**config.mk**
```make
export PLATFORM = sky130hd
export DESIGN_NAME = ldrb_register_bank
export DESIGN_NICKNAME = d
export VERILOG_FILES = /design/src/ldrb_pkg.sv /design/src/ldrb_register_bank.sv
export SDC_FILE = /design/constraint.sdc
export NUM_CORES = 1
export LEC_CHECK = 0
export BUFFER_PORTS_ARGS = -buffer_cell sky130_fd_sc_hd__buf_2
export CORE_ASPECT_RATIO = 1.75
export CORE_MARGIN = 2
export CORE_UTILIZATION = 40
export DETAILED_ROUTE_END_ITERATION = 8
export GPL_ROUTABILITY_DRIVEN = 0
export HOLD_SLACK_MARGIN = 0.08
export PLACE_DENSITY_LB_ADDON = 0.15
export SLEW_MARGIN = 10
export SYNTH_ARGS = -nofsm -noshare
export SYNTH_HDL_FRONTEND = slang
export SYNTH_SLANG_ARGS = --single-unit
```
**constraint.sdc**
```tcl
create_clock -name clock -period 14.6 [get_ports clock]
set_clock_uncertainty 0.05 [all_clocks]
set_input_delay 0 -clock clock [delete_from_list [all_inputs] [get_ports clock]]
set_output_delay 0 -clock clock [all_outputs]
set_load 0.005 [all_outputs]
```
**src/ldrb_pkg.sv**
```systemverilog
package ldrb_pkg;

  // ---------------------------------------------------------------
  // Command addresses
  // ---------------------------------------------------------------
  localparam logic [7:0] CMD_NOP        = 8'h00;
  localparam logic [7:0] CMD_CODE_WR    = 8'h01;
  localparam logic [7:0] CMD_READ       = 8'h02;
  localparam logic [7:0] CMD_CONTROL_WR = 8'h55;
  localparam logic [7:0] CMD_SOFT_RST   = 8'h56;
  localparam logic [7:0] CMD_CONFIG_WR  = 8'h57;
  localparam logic [7:0] CMD_GAIN_WR    = 8'h58;
  localparam logic [7:0] CMD_ZERO_WR    = 8'h59;
  localparam logic [7:0] CMD_WDOG_KICK  = 8'h95;

  // ---------------------------------------------------------------
  // Read selectors (data bits 5:0 of a read frame)
  // ---------------------------------------------------------------
  localparam logic [1:0] RSEL_STATUS  = 2'h0;
  localparam logic [1:0] RSEL_CODE    = 2'h1;
  localparam logic [1:0] RSEL_CONTROL = 2'h2;
  localparam logic [5:0] RSEL_CONFIG  = 6'h0b;
  localparam logic [5:0] RSEL_GAIN    = 6'h13;
  localparam logic [5:0] RSEL_ZERO    = 6'h17;

  // ---------------------------------------------------------------
  // Field positions and masks
  // ---------------------------------------------------------------
  localparam int          SOFT_RST_BIT    = 0;
  localparam logic [15:0] CONFIG_WR_MASK  = 16'h07bf;
  localparam logic [15:0] STATUS_RD_MASK  = 16'h001f;
  localparam logic [15:0] RESET_VALUE     = 16'h0000;
  localparam int          CODE_BITS_FULL  = 16;

  // ---------------------------------------------------------------
  // Range codes and clear values
  // ---------------------------------------------------------------
  localparam logic [2:0]  RANGE_BIPOLAR_5  = 3'h2;
  localparam logic [2:0]  RANGE_BIPOLAR_10 = 3'h3;
  localparam logic [2:0]  RANGE_4_TO_20    = 3'h5;
  localparam int          RANGE_CURRENT_BIT = 2;
  localparam logic [15:0] CODE_ZERO_SCALE  = 16'h0000;
  localparam logic [15:0] CODE_MID_SCALE   = 16'h8000;
  localparam int          SYNC_STAGES      = 3;

  // ---------------------------------------------------------------
  // Types
  // ---------------------------------------------------------------
  typedef struct packed {
    logic       clear_value_select;
    logic       overrange_enable;
    logic       external_resistor_enable;
    logic       output_drive_enable;
    logic [3:0] slew_clock_select;
    logic [2:0] slew_step_select;
    logic       slew_limit_enable;
    logic       chain_mode_enable;
    logic [2:0] range;
  } ldrb_control_type;

  typedef struct packed {
    logic [4:0] reserved_hi;
    logic [1:0] current_only_range;
    logic       both_outputs_enable;
    logic       alternate_powerdown;
    logic       reserved_lo;
    logic       user_trim_enable;
    logic       modulation_input_enable;
    logic       frame_check_enable;
    logic       watchdog_enable;
    logic [1:0] watchdog_period;
  } ldrb_config_type;

  typedef struct packed {
    logic [10:0] reserved;
    logic        frame_check_fault;
    logic        watchdog_fault;
    logic        current_loop_fault;
    logic        slewing_active;
    logic        overtemp_fault;
  } ldrb_status_type;

  typedef struct packed {
    logic [7:0]  addr;
    logic [15:0] data;
  } ldrb_frame_type;

  typedef struct packed {
    logic       voltage_output_enable;
    logic       current_output_enable;
    logic [2:0] voltage_range;
    logic [2:0] current_range;
    logic       overrange_enable;
    logic       external_resistor_enable;
    logic       alternate_powerdown;
    logic       modulation_input_connect;
    logic       slew_limit_enable;
    logic [3:0] slew_clock_select;
    logic [2:0] slew_step_select;
  } ldrb_analog_type;

  typedef struct packed {
    logic       chain_mode_enable;
    logic       frame_check_enable;
    logic       watchdog_enable;
    logic [1:0] watchdog_period;
  } ldrb_serial_type;

endpackage

```
**src/ldrb_register_bank.sv**
```systemverilog
`timescale 1ns/1ps

module ldrb_register_bank #(
  parameter int CODE_BITS = ldrb_pkg::CODE_BITS_FULL
) (
  input  wire logic                     clock,
  input  wire logic                     sys_rst,
  input  wire logic                     frame_valid,
  input  wire ldrb_pkg::ldrb_frame_type frame,
  input  wire logic                     clear_value_pin,
  input  wire logic                     clear_request_pin,
  input  wire logic                     overtemp_pin,
  input  wire logic                     current_loop_pin,
  input  wire logic                     frame_check_error,
  input  wire logic                     watchdog_timeout,
  input  wire logic                     slewing_active,
  output logic [15:0]                   read_word,
  output logic                          read_word_valid,
  output logic                          watchdog_kick,
  output logic [15:0]                   output_code,
  output ldrb_pkg::ldrb_analog_type     analog_ctrl,
  output ldrb_pkg::ldrb_serial_type     serial_ctrl
);

  // ---------------------------------------------------------------
  // Pin synchronisers
  // ---------------------------------------------------------------
  localparam int NPIN = 4;
  localparam logic [15:0] CODE_MASK =
    16'hffff << (ldrb_pkg::CODE_BITS_FULL - CODE_BITS);

  logic [NPIN-1:0] pin_raw;
  logic [NPIN-1:0] sync_reg [ldrb_pkg::SYNC_STAGES];
  logic [NPIN-1:0] sync_next [ldrb_pkg::SYNC_STAGES];
  logic [NPIN-1:0] pin_level_reg;
  logic [NPIN-1:0] pin_level_next;

  // All four pins are asynchronous to the clock
  assign pin_raw = {clear_request_pin, clear_value_pin, current_loop_pin, overtemp_pin};

  always_comb begin
    sync_next[0] = pin_raw;
    for (int i = 1; i < ldrb_pkg::SYNC_STAGES; i++) begin
      sync_next[i] = sync_reg[i-1];
    end
    // A change counts only once the last two stages agree
    pin_level_next = pin_level_reg;
    for (int b = 0; b < NPIN; b++) begin
      if (sync_reg[1][b] == sync_reg[2][b]) begin
        pin_level_next[b] = sync_reg[2][b];
      end
    end
  end

  // Soft reset leaves the pin levels alone: they describe the outside world
  always_ff @(posedge clock) begin
    if (sys_rst) begin
      for (int i = 0; i < ldrb_pkg::SYNC_STAGES; i++) begin
        sync_reg[i] <= '0;
      end
      pin_level_reg <= '0;
    end else begin
      sync_reg      <= sync_next;
      pin_level_reg <= pin_level_next;
    end
  end

  logic overtemp_level;
  logic loop_level;
  logic clear_pin_level;
  logic clear_request_level;

  assign overtemp_level      = pin_level_reg[0];
  assign loop_level          = pin_level_reg[1];
  assign clear_pin_level     = pin_level_reg[2];
  assign clear_request_level = pin_level_reg[3];

  // ---------------------------------------------------------------
  // Register file
  // ---------------------------------------------------------------
  ldrb_pkg::ldrb_control_type control_reg;
  ldrb_pkg::ldrb_control_type control_next;
  ldrb_pkg::ldrb_config_type  config_reg;
  ldrb_pkg::ldrb_config_type  config_next;
  logic [15:0]                code_reg;
  logic [15:0]                code_next;
  logic [15:0]                gain_reg;
  logic [15:0]                gain_next;
  logic [15:0]                zero_reg;
  logic [15:0]                zero_next;
  logic                       soft_reset_reg;
  logic                       soft_reset_next;
  logic [15:0]                read_word_reg;
  logic [15:0]                read_word_next;
  logic                       read_valid_reg;
  logic                       read_valid_next;
  logic                       kick_reg;
  logic                       kick_next;
  ldrb_pkg::ldrb_status_type  status_reg;
  ldrb_pkg::ldrb_status_type  status_next;

  ldrb_pkg::ldrb_control_type control_wr;
  logic                       clear_select;
  logic [15:0]                clear_code;
  logic [7:0]                 addr;
  logic [15:0]                data;

  assign addr = frame.addr;
  assign data = frame.data;

  // Clear code under a given range; pin or bit swaps the voltage-range clear value between zero and midscale
  function automatic logic [15:0] clear_code_for(input logic [2:0] rng, input logic sel);
    logic bipolar;
    bipolar = (rng == ldrb_pkg::RANGE_BIPOLAR_5) || (rng == ldrb_pkg::RANGE_BIPOLAR_10);
    // clear value select
    // Current ranges always clear to the low end
    if (rng[ldrb_pkg::RANGE_CURRENT_BIT]) begin
      clear_code_for = ldrb_pkg::CODE_ZERO_SCALE;
    end else if (sel) begin
      clear_code_for = bipolar ? ldrb_pkg::CODE_ZERO_SCALE : ldrb_pkg::CODE_MID_SCALE;
    end else begin
      clear_code_for = bipolar ? ldrb_pkg::CODE_MID_SCALE : ldrb_pkg::CODE_ZERO_SCALE;
    end
  endfunction

  always_comb begin
    control_wr   = ldrb_pkg::ldrb_control_type'(data);
    clear_select = control_reg.clear_value_select | clear_pin_level;
    clear_code   = clear_code_for(control_reg.range, clear_select);

    control_next    = control_reg;
    config_next     = config_reg;
    code_next       = code_reg;
    gain_next       = gain_reg;
    zero_next       = zero_reg;
    soft_reset_next = 1'b0;
    read_word_next  = read_word_reg;
    read_valid_next = read_valid_reg;
    kick_next       = 1'b0;

    // Clear pin holds the code at the clear value while high
    if (clear_request_level) begin
      code_next = clear_code;
    end

    if (frame_valid) begin
      // Readback only lives for the frame after the read command
      read_valid_next = 1'b0;
      case (addr)
        ldrb_pkg::CMD_CONTROL_WR: begin
          control_next = control_wr;
          if (control_wr.range != control_reg.range) begin
            code_next = clear_code_for(control_wr.range,
                                       control_wr.clear_value_select | clear_pin_level);
          end
        end
        // configuration write; reserved bits kept zero; no code clear
        ldrb_pkg::CMD_CONFIG_WR: begin
          config_next = ldrb_pkg::ldrb_config_type'(data & ldrb_pkg::CONFIG_WR_MASK);
        end
        // code and trim writes; low bits dropped in narrow variant
        ldrb_pkg::CMD_CODE_WR: begin
          // Dropped, not queued, while a clear request holds
          if (!clear_request_level) begin
            code_next = data & CODE_MASK;
          end
        end
        ldrb_pkg::CMD_GAIN_WR: begin
          gain_next = data & CODE_MASK;
        end
        ldrb_pkg::CMD_ZERO_WR: begin
          zero_next = data & CODE_MASK;
        end
        // soft reset request, upper bits ignored
        ldrb_pkg::CMD_SOFT_RST: begin
          soft_reset_next = data[ldrb_pkg::SOFT_RST_BIT];
        end
        // read command captures the selected register
        ldrb_pkg::CMD_READ: begin
          read_valid_next = 1'b1;
          if (data[5:0] == ldrb_pkg::RSEL_CONFIG) begin
            read_word_next = 16'(config_reg);
          end else if (data[5:0] == ldrb_pkg::RSEL_GAIN) begin
            read_word_next = gain_reg;
          end else if (data[5:0] == ldrb_pkg::RSEL_ZERO) begin
            read_word_next = zero_reg;
          end else begin
            case (data[1:0])
              ldrb_pkg::RSEL_STATUS:  read_word_next = 16'(status_reg) & ldrb_pkg::STATUS_RD_MASK;
              ldrb_pkg::RSEL_CODE:    read_word_next = code_reg;
              ldrb_pkg::RSEL_CONTROL: read_word_next = 16'(control_reg);
              // Selectors with both low bits set, other than config, gain and zero, read zero
              default:                read_word_next = ldrb_pkg::RESET_VALUE;
            endcase
          end
        end
        // Padding frame behind a read only retires the readback
        ldrb_pkg::CMD_NOP: begin
          read_valid_next = 1'b0;
        end
        ldrb_pkg::CMD_WDOG_KICK: begin
          kick_next = 1'b1;
        end
        default: begin
        end
      endcase
    end
  end

  // ---------------------------------------------------------------
  // Alarm status
  // ---------------------------------------------------------------
  always_comb begin
    // Reserved bits stay zero through this default
    status_next = '0;
    // alarms follow causes; fault positions
    // Checker, watchdog and ramp share this clock: no synchroniser
    status_next.frame_check_fault  = frame_check_error;
    status_next.watchdog_fault     = watchdog_timeout;
    status_next.current_loop_fault = loop_level;
    status_next.overtemp_fault     = overtemp_level;
    status_next.slewing_active     = slewing_active;
  end

  always_ff @(posedge clock) begin
    // Soft reset acts a cycle after its frame; the frame behind it is lost
    // software reset returns every register of this block to defaults except the pin synchronisers and the output stage
    if (sys_rst || soft_reset_reg) begin
      control_reg    <= '0;
      config_reg     <= '0;
      // code and trims reset to zero
      code_reg       <= ldrb_pkg::RESET_VALUE;
      gain_reg       <= ldrb_pkg::RESET_VALUE;
      zero_reg       <= ldrb_pkg::RESET_VALUE;
      read_word_reg  <= ldrb_pkg::RESET_VALUE;
      read_valid_reg <= 1'b0;
      kick_reg       <= 1'b0;
      status_reg     <= '0;
      soft_reset_reg <= 1'b0;
    end else begin
      control_reg    <= control_next;
      config_reg     <= config_next;
      code_reg       <= code_next;
      gain_reg       <= gain_next;
      zero_reg       <= zero_next;
      read_word_reg  <= read_word_next;
      read_valid_reg <= read_valid_next;
      kick_reg       <= kick_next;
      status_reg     <= status_next;
      soft_reset_reg <= soft_reset_next;
    end
  end

  // ---------------------------------------------------------------
  // Trimmed code
  // ---------------------------------------------------------------
  logic [31:0]        gain_product;
  logic signed [17:0] trimmed;
  logic [15:0]        code_out_next;
  logic [15:0]        code_out_reg;

  always_comb begin
    gain_product = code_reg * gain_reg;
    trimmed = $signed({2'b00, gain_product[31:16]}) + $signed({{2{zero_reg[15]}}, zero_reg});
    // Saturate, not wrap: a wrapped code would swing the output end to end
    // trim applied only when enabled; result saturates
    if (!config_reg.user_trim_enable) begin
      code_out_next = code_reg;
    end else if (trimmed < 0) begin
      code_out_next = 16'h0000;
    end else if (trimmed > 18'sh0ffff) begin
      code_out_next = 16'hffff;
    end else begin
      code_out_next = trimmed[15:0];
    end
  end

  // ---------------------------------------------------------------
  // Analog and serial controls
  // ---------------------------------------------------------------
  ldrb_pkg::ldrb_analog_type analog_next;
  ldrb_pkg::ldrb_analog_type analog_reg;
  ldrb_pkg::ldrb_serial_type serial_next;
  ldrb_pkg::ldrb_serial_type serial_reg;
  logic                      range_is_current;

  always_comb begin
    range_is_current = control_reg.range[ldrb_pkg::RANGE_CURRENT_BIT];
    analog_next = '0;
    // output enable gates both stages; dual output
    analog_next.voltage_output_enable = control_reg.output_drive_enable &
      (!range_is_current | config_reg.both_outputs_enable);
    analog_next.current_output_enable = control_reg.output_drive_enable &
      (range_is_current | config_reg.both_outputs_enable);
    analog_next.voltage_range = control_reg.range;
    analog_next.current_range = config_reg.both_outputs_enable ?
      {1'b1, config_reg.current_only_range} : control_reg.range;
    analog_next.overrange_enable = control_reg.overrange_enable;
    analog_next.external_resistor_enable = control_reg.external_resistor_enable;
    analog_next.alternate_powerdown = config_reg.alternate_powerdown;
    analog_next.modulation_input_connect = config_reg.modulation_input_enable &
      analog_next.current_output_enable &
      (analog_next.current_range == ldrb_pkg::RANGE_4_TO_20);
    analog_next.slew_limit_enable = control_reg.slew_limit_enable;
    if (control_reg.slew_limit_enable) begin
      analog_next.slew_clock_select = control_reg.slew_clock_select;
      analog_next.slew_step_select  = control_reg.slew_step_select;
    end
    // chain mode; frame check and watchdog
    serial_next.chain_mode_enable  = control_reg.chain_mode_enable;
    serial_next.frame_check_enable = config_reg.frame_check_enable;
    serial_next.watchdog_enable    = config_reg.watchdog_enable;
    serial_next.watchdog_period    = config_reg.watchdog_period;
  end

  // Extra stage keeps the analog controls free of decode glitches
  // Power-on reset only; soft reset arrives a cycle later through the registers
  always_ff @(posedge clock) begin
    if (sys_rst) begin
      analog_reg   <= '0;
      serial_reg   <= '0;
      code_out_reg <= ldrb_pkg::RESET_VALUE;
    end else begin
      analog_reg   <= analog_next;
      serial_reg   <= serial_next;
      code_out_reg <= code_out_next;
    end
  end

  assign read_word       = read_word_reg;
  assign read_word_valid = read_valid_reg;
  assign watchdog_kick   = kick_reg;
  assign output_code     = code_out_reg;
  assign analog_ctrl     = analog_reg;
  assign serial_ctrl     = serial_reg;

endmodule

```
== Yosys cells after proc, flatten, opt, wreduce, memory -nomap -nowiden ==
Index checks and enable logic that the tools add are counted.

* Flip-flop bits (word level): 155
* Output and inout port bits: 59
* Word-level logic and storage cells: 126

* $add $sub $neg: 1
* $mul: 1
* Magnitude comparators: 2
* Equal/unequal tests: 23
* Mux-type cells: 23
* Bitwise logic cells: 11
* Reduce and logical (&&, ||, !) cells: 13

{| class="wikitable"
|+ Operators by type and width
! kind !! count
|-
| two-way mux 16 bit || 18
|-
| case mux 16 bit (3 select lines) || 1
|-
| == test 8 x 7 -> 1 bit (second input constant) || 5
|-
| multiplier 16 x 16 -> 32 bit || 1
|-
| case mux 16 bit (2 select lines) || 1
|-
| adder 17 x 16 -> 18 bit || 1
|-
| > comparator 18 x 17 -> 1 bit (second input constant) || 1
|-
| less-than comparator 18 x 1 -> 1 bit (second input constant) || 1
|-
| == test 3 x 2 -> 1 bit (second input constant) || 4
|-
| == test 6 x 5 -> 1 bit (second input constant) || 2
|-
| AND reduction 2 bit || 5
|-
| == test 8 x 1 -> 1 bit (second input constant) || 1
|-
| == test 8 x 2 -> 1 bit (second input constant) || 1
|-
| == test 8 bit (second input constant) || 1
|-
| == test 6 x 4 -> 1 bit (second input constant) || 1
|-
| AND 1 bit || 4
|-
| == test 1 bit || 4
|-
| bitwise OR 1 bit || 4
|-
| OR reduction 2 bit || 2
|-
| == test 3 bit (second input constant) || 1
|-
| logical OR 1 bit || 3
|-
| two-way mux 3 bit || 1
|-
| != test 3 bit || 1
|-
| inverter 1 bit || 3
|-
| other kinds (6) || 7
|}

== Logic depth before layout (Yosys ltp) ==
* Word-level depth: 9
* Depth in mapped cells: 34
* Depth with buffers taken out: 31

== Worst setup path before layout ==
No wires, ideal clock.

* Path kind: register to register
* Start point: register code_reg[7]
* End point: register code_out_reg[10] (netlist: output_code[10])
* Library setup time: 0.119 ns
* Arrival: 7.506 ns
* Setup slack: 6.925 ns
* Cell stages (with the launch flop): 34
* Buffers on the path: 3
* Clock period less this slack: 7.675 ns
* Path through: dfxtp_1 -> clkbuf_1 -> clkbuf_1 -> nand2_1 -> fa_1 -> inv_1 -> fa_1 -> inv_1 -> fa_1 -> inv_1 -> fa_1 -> fa_1 -> inv_1 -> fa_1 -> inv_1 -> ha_1 -> nand2_1 -> nor2_1 -> a2111o_1 -> o2111ai_1 -> nand2_1 -> a32o_1 -> a21o_1 -> xor2_1 -> ha_1 -> a21o_1 -> a21o_1 -> nor3_2 -> a21oi_2 -> and4b_1 -> mux2i_1 -> nand2_2 -> buf_6 -> o221a_1

* Longest elaborated chain between the ends: 6

{| class="wikitable"
|+ Ends and longest elaborated chain
! element !! line !! text
|-
| from (decl) || ldrb_register_bank.sv:85 || <nowiki>logic [15:0] code_reg;</nowiki>
|-
| from (signal assigned) || ldrb_register_bank.sv:232 || <nowiki>code_reg <= ldrb_pkg::RESET_VALUE;</nowiki>
|-
| from (signal assigned) || ldrb_register_bank.sv:243 || <nowiki>code_reg <= code_next;</nowiki>
|-
| multiplier 16 x 16 -> 32 bit (*) || ldrb_register_bank.sv:263 || <nowiki>gain_product = code_reg * gain_reg;</nowiki>
|-
| adder 17 x 16 -> 18 bit (*) || ldrb_register_bank.sv:264 || <nowiki>trimmed = $signed({2'b00, gain_product[31:16]}) + $signed({{2{zero_reg[15]}}, zero_reg});</nowiki>
|-
| > comparator 18 x 17 -> 1 bit || ldrb_register_bank.sv:271 || <nowiki>end else if (trimmed > 18'sh0ffff) begin</nowiki>
|-
| two-way mux 16 bit || ldrb_register_bank.sv:271 ||
|-
| two-way mux 16 bit (*) || ldrb_register_bank.sv:269 || <nowiki>end else if (trimmed < 0) begin</nowiki>
|-
| two-way mux 16 bit (*) || ldrb_register_bank.sv:267 || <nowiki>if (!config_reg.user_trim_enable) begin</nowiki>
|-
| to (signal assigned) || ldrb_register_bank.sv:322 || <nowiki>code_out_reg <= ldrb_pkg::RESET_VALUE;</nowiki>
|-
| to (signal assigned) || ldrb_register_bank.sv:326 || <nowiki>code_out_reg <= code_out_next;</nowiki>
|-
| to (decl) || ldrb_register_bank.sv:260 || <nowiki>logic [15:0] code_out_reg;</nowiki>
|}

Every way passes the cells marked *; elsewhere a longest branch is shown, timed or not.
A chain may end at the register's enable or synchronous reset.

== Worst setup path in the final report ==
* Start point: register code_reg[9]
* End point: register code_out_reg[2] (netlist: output_code[2])

Same word-level chain as after synthesis.

==> summary.json <==
{
  "run_status": "finished, final reports clean",
  "ys_dominant_reg_cell": "dfxtp_1",
  "number_of_enable_flip_flop_cells_after_synthesis": 0,
  "totalPowerFinal_mw": 0.974,
  "muxShareOfSynthArea_pct": 4.01,
  "hp-start": "frame[22]",
  "yosys_warnings": 0,
  "synth_compound_area_share_pct": 10.3,
  "io_pins": 93,
  "cts_tree": "built",
  "final-seq-area_um2": 3100,
  "drv_cap": 0,
  "crit-reg2reg-launch": "code_reg[9]",
  "ys_async_sr_fraction_pct": 0,
  "comb_power_share_pct": 3.8,
  "netlist_instances": 1642,
  "setup_slack_ps": 5760,
  "net-switching-power_mw": 0.223,
  "multi_input_gate_area_um2": 10400,
  "power-per-cell-area_nw_per_um2": 58.5,
  "die_area_um2": 38500,
  "fmax_ghz": 0.113,
  "hold_path.class": "in -> reg",
  "finalCritPeriodShare_pct": 60.5,
  "start_util_pct": 40.3,
  "setup_viol": 0,
  "hold_ws_ps": 164,
  "place_ws_ps": 5780,
  "placement_rows": 93,
  "critPathBufInv": 3,
  "synth_top_family_by_area": "adder cells",
  "path_common_cell": "fa_1",
  "max-clock-path-buffers": 2,
  "place.port_buffers": 92,
  "critical_path_arrival_ps": 9170,
  "grt_max_degree": 65,
  "critical_path_source": "code_reg[9]",
  "drt_drc_violations_left": 0,
  "number_of_global_route_vias_before_repair": 12700,
  "slew-limit-headroom_pct": 26.0,
  "rsz0062_at_grt": "false",
  "die_h_um": 258,
  "setup.worst_path.end_class": "register",
  "clock_root_buffer": "clkbuf_16",
  "netlist-cell-type-count": 68,
  "syn-mean-instance-area_um2": 9.00,
  "totalWireLength_um": 45200,
  "final-hold-violation-count": 0,
  "power.sequential.fraction_pct": 43.8,
  "synth-simple-area-share_pct": 17.0,
  "route.vias.total": 11600,
  "largest_register_ff_count": 20,
  "setup_tns_ps": 0,
  "sinks_on_the_clock_net": 155,
  "dpl_wire_length_um": 34200,
  "critical_path_s_slowest_cell": "dfxtp_1",
  "fill_cells": 3672,
  "netSwitchingFraction_pct": 22.9,
  "post_cts_setup_bufs": 0,
  "antenna_found_initial": 0,
  "synth.net_count": 1990,
  "drtIter0Drc": 522,
  "design.core.area_um2": 36700,
  "antenna_cells": 0,
  "drt_first_pass_iters": 8,
  "ir_worst_vdd_mv": 0.0873,
  "first_pass_grt_wire_length_um": 70400,
  "critPathMaxFanout": 19,
  "final_antenna_net_count": 0,
  "wl_per_cell_um": 20.5,
  "total_leakage_power_nw": 8.31,
  "area_growth_pct": 12.7,
  "critical-path-top-delay-family": "adder cells",
  "clkTransAtPathRegs_ps": 70,
  "synth-xor-area-share_pct": 2.31,
  "ys_seq_elements": 155,
  "clock_power_share_pct": 52.4,
  "finalCriticalPeriod_ps": 8840,
  "drive_above_1_share_pct": 10.7,
  "clock_latency_ps": 440,
  "cts_inserted_buffers": 17,
  "cp.required_ps": 14930,
  "overflow": 0,
  "die_width_um": 149,
  "h_tree_depth": 4,
  "track_usage_pct": 24.4,
  "utilization_pct": 45.4,
  "vias_per_cell": 5.27,
  "worst-slew-pin-transition_ps": 1110,
  "critPathLaunchType": "register",
  "setup.worst_path.class": "reg -> reg",
  "yosys.area_share.adder_pct": 36.4,
  "syn_area_um2": 14800,
  "p_int_mw": 0.751,
  "cp_slowest_stage_delay_ps": 1060,
  "finish.net_count": 2061,
  "maxSlewViolCount": 0,
  "synth-seq-area-share_pct": 21.0
}
## cells by family (layout without fill, tap and decap cells)
kind of cell               Yosys count  in the layout
and+or+nand+nor                    519            519
DFF                                155            155
muxes                               58             58
xor gates and xnor gates            39             39
adders and majority gates          314            314
buffers and inverters              344            428
AOI/OAI and AO/OA                  213            213
## layout make-up
class	instances	area share, %
Multi-Input combinational cell	1143	62.2
Timing Repair Buffer	153	6.04
Tap cell	475	3.57
Clock buffer	17	2.55
Clock inverter	15	1.50
Inverter	243	5.48
Sequential cell	155	18.6
## final timing paths
kind | to | slack, ps | cells after the start
worst max-delay path | output_code[2] | 5760 | 28
worst min-delay path | read_word[0] | 160 | 6
worst max register to register | output_code[2] | 5760 | 28
worst min register to register | sync_next[2] | 390 | 1
## synth_stat cells (4+ instances only)
library cell,n,share of area [%]
o211ai_1,4,0.20
nor3_1,9,0.30
ha_1,120,10
inv_1,243,6.2
nand4_1,4,0.17
a21oi_2,5,0.30
o21a_1,6,0.30
nand3_1,11,0.37
and2_1,129,5.5
o21ai_1,6,0.20
nand2b_1,5,0.21
o21bai_1,4,0.20
a211oi_1,13,0.66
dfxtp_1,155,21
o21ai_0,26,0.88
mux2_2,9,0.69
fa_1,194,26
nand2_1,195,5.0
xnor2_1,23,1.4
a21oi_1,64,2.2
mux2i_1,49,3.3
xor2_1,16,0.95
a222oi_1,12,0.81
o221a_2,5,0.38
nor2b_1,31,1.3
nor2_1,108,2.7
a21o_1,20,1.0
a22oi_1,15,0.76
buf_2,11,0.37
o221a_1,10,0.76
clkbuf_1,84,2.1
## repair_timing
item	in CTS	in global routing
hold buffers	35	0
hold endpoints to repair	109	0
resized for setup	0	0
## tightest hold or removal path, stage by stage
cell and delay, ps:
buf_2 90, nor2_1 50, nand3_1 170, nor3b_2 150
nor2_1 100, a211oi_1 50
## power by group through the flow
| stage | registers [mW] | clock network, mW | logic [mW] |
|---|---|---|---|
| detailed placement | 0.436 | 0 | 0.0304 |
| CTS | 0.426 | 0.522 | 0.0371 |
| global placement | 0.436 | 0 | 0.0303 |
| global route | 0.426 | 0.536 | 0.0403 |
| finish | 0.426 | 0.511 | 0.0374 |
| floorplan | 0.435 | 0 | 0.0168 |
## per-stage QoR
stage	instances	area [µm²]
global placement	2134	15600
floorplan	1642	14800
global route	2201	16700
finish	2201	16700
CTS	2201	16700
detailed placement	2134	15600
## layout by cell type, fill, tap and decap left out, types with 6 or more instances in the layout
cell type and count:
inv_1 243, nand2_1 195, fa_1 194, dfxtp_1 155, and2_1 129, ha_1 120, nor2_1 108, buf_2 92
a21oi_1 64, mux2i_1 49, dlygate4sd3_1 35, nor2b_1 31, o21ai_0 26, buf_4 26, xnor2_1 23, a21o_1 20
clkbuf_16 17, xor2_1 16, a22oi_1 15, a211oi_1 13, a222oi_1 12, nand3_1 11, o221a_1 10, nor3_1 9
mux2_2 9, o21a_1 6, inv_8 6
## metal layers
layer	routed length (µm)	up-vias	share of wire [%]	GRT usage (%)
li1	-	5354	-	-
met5	0	-	0	0
met2	24900	343	55	47.0
met4	2840	0	6.3	14.7
met3	1890	130	4.2	3.15
met1	15500	5771	34	24.3
Power figures use the tool's default switching activity.
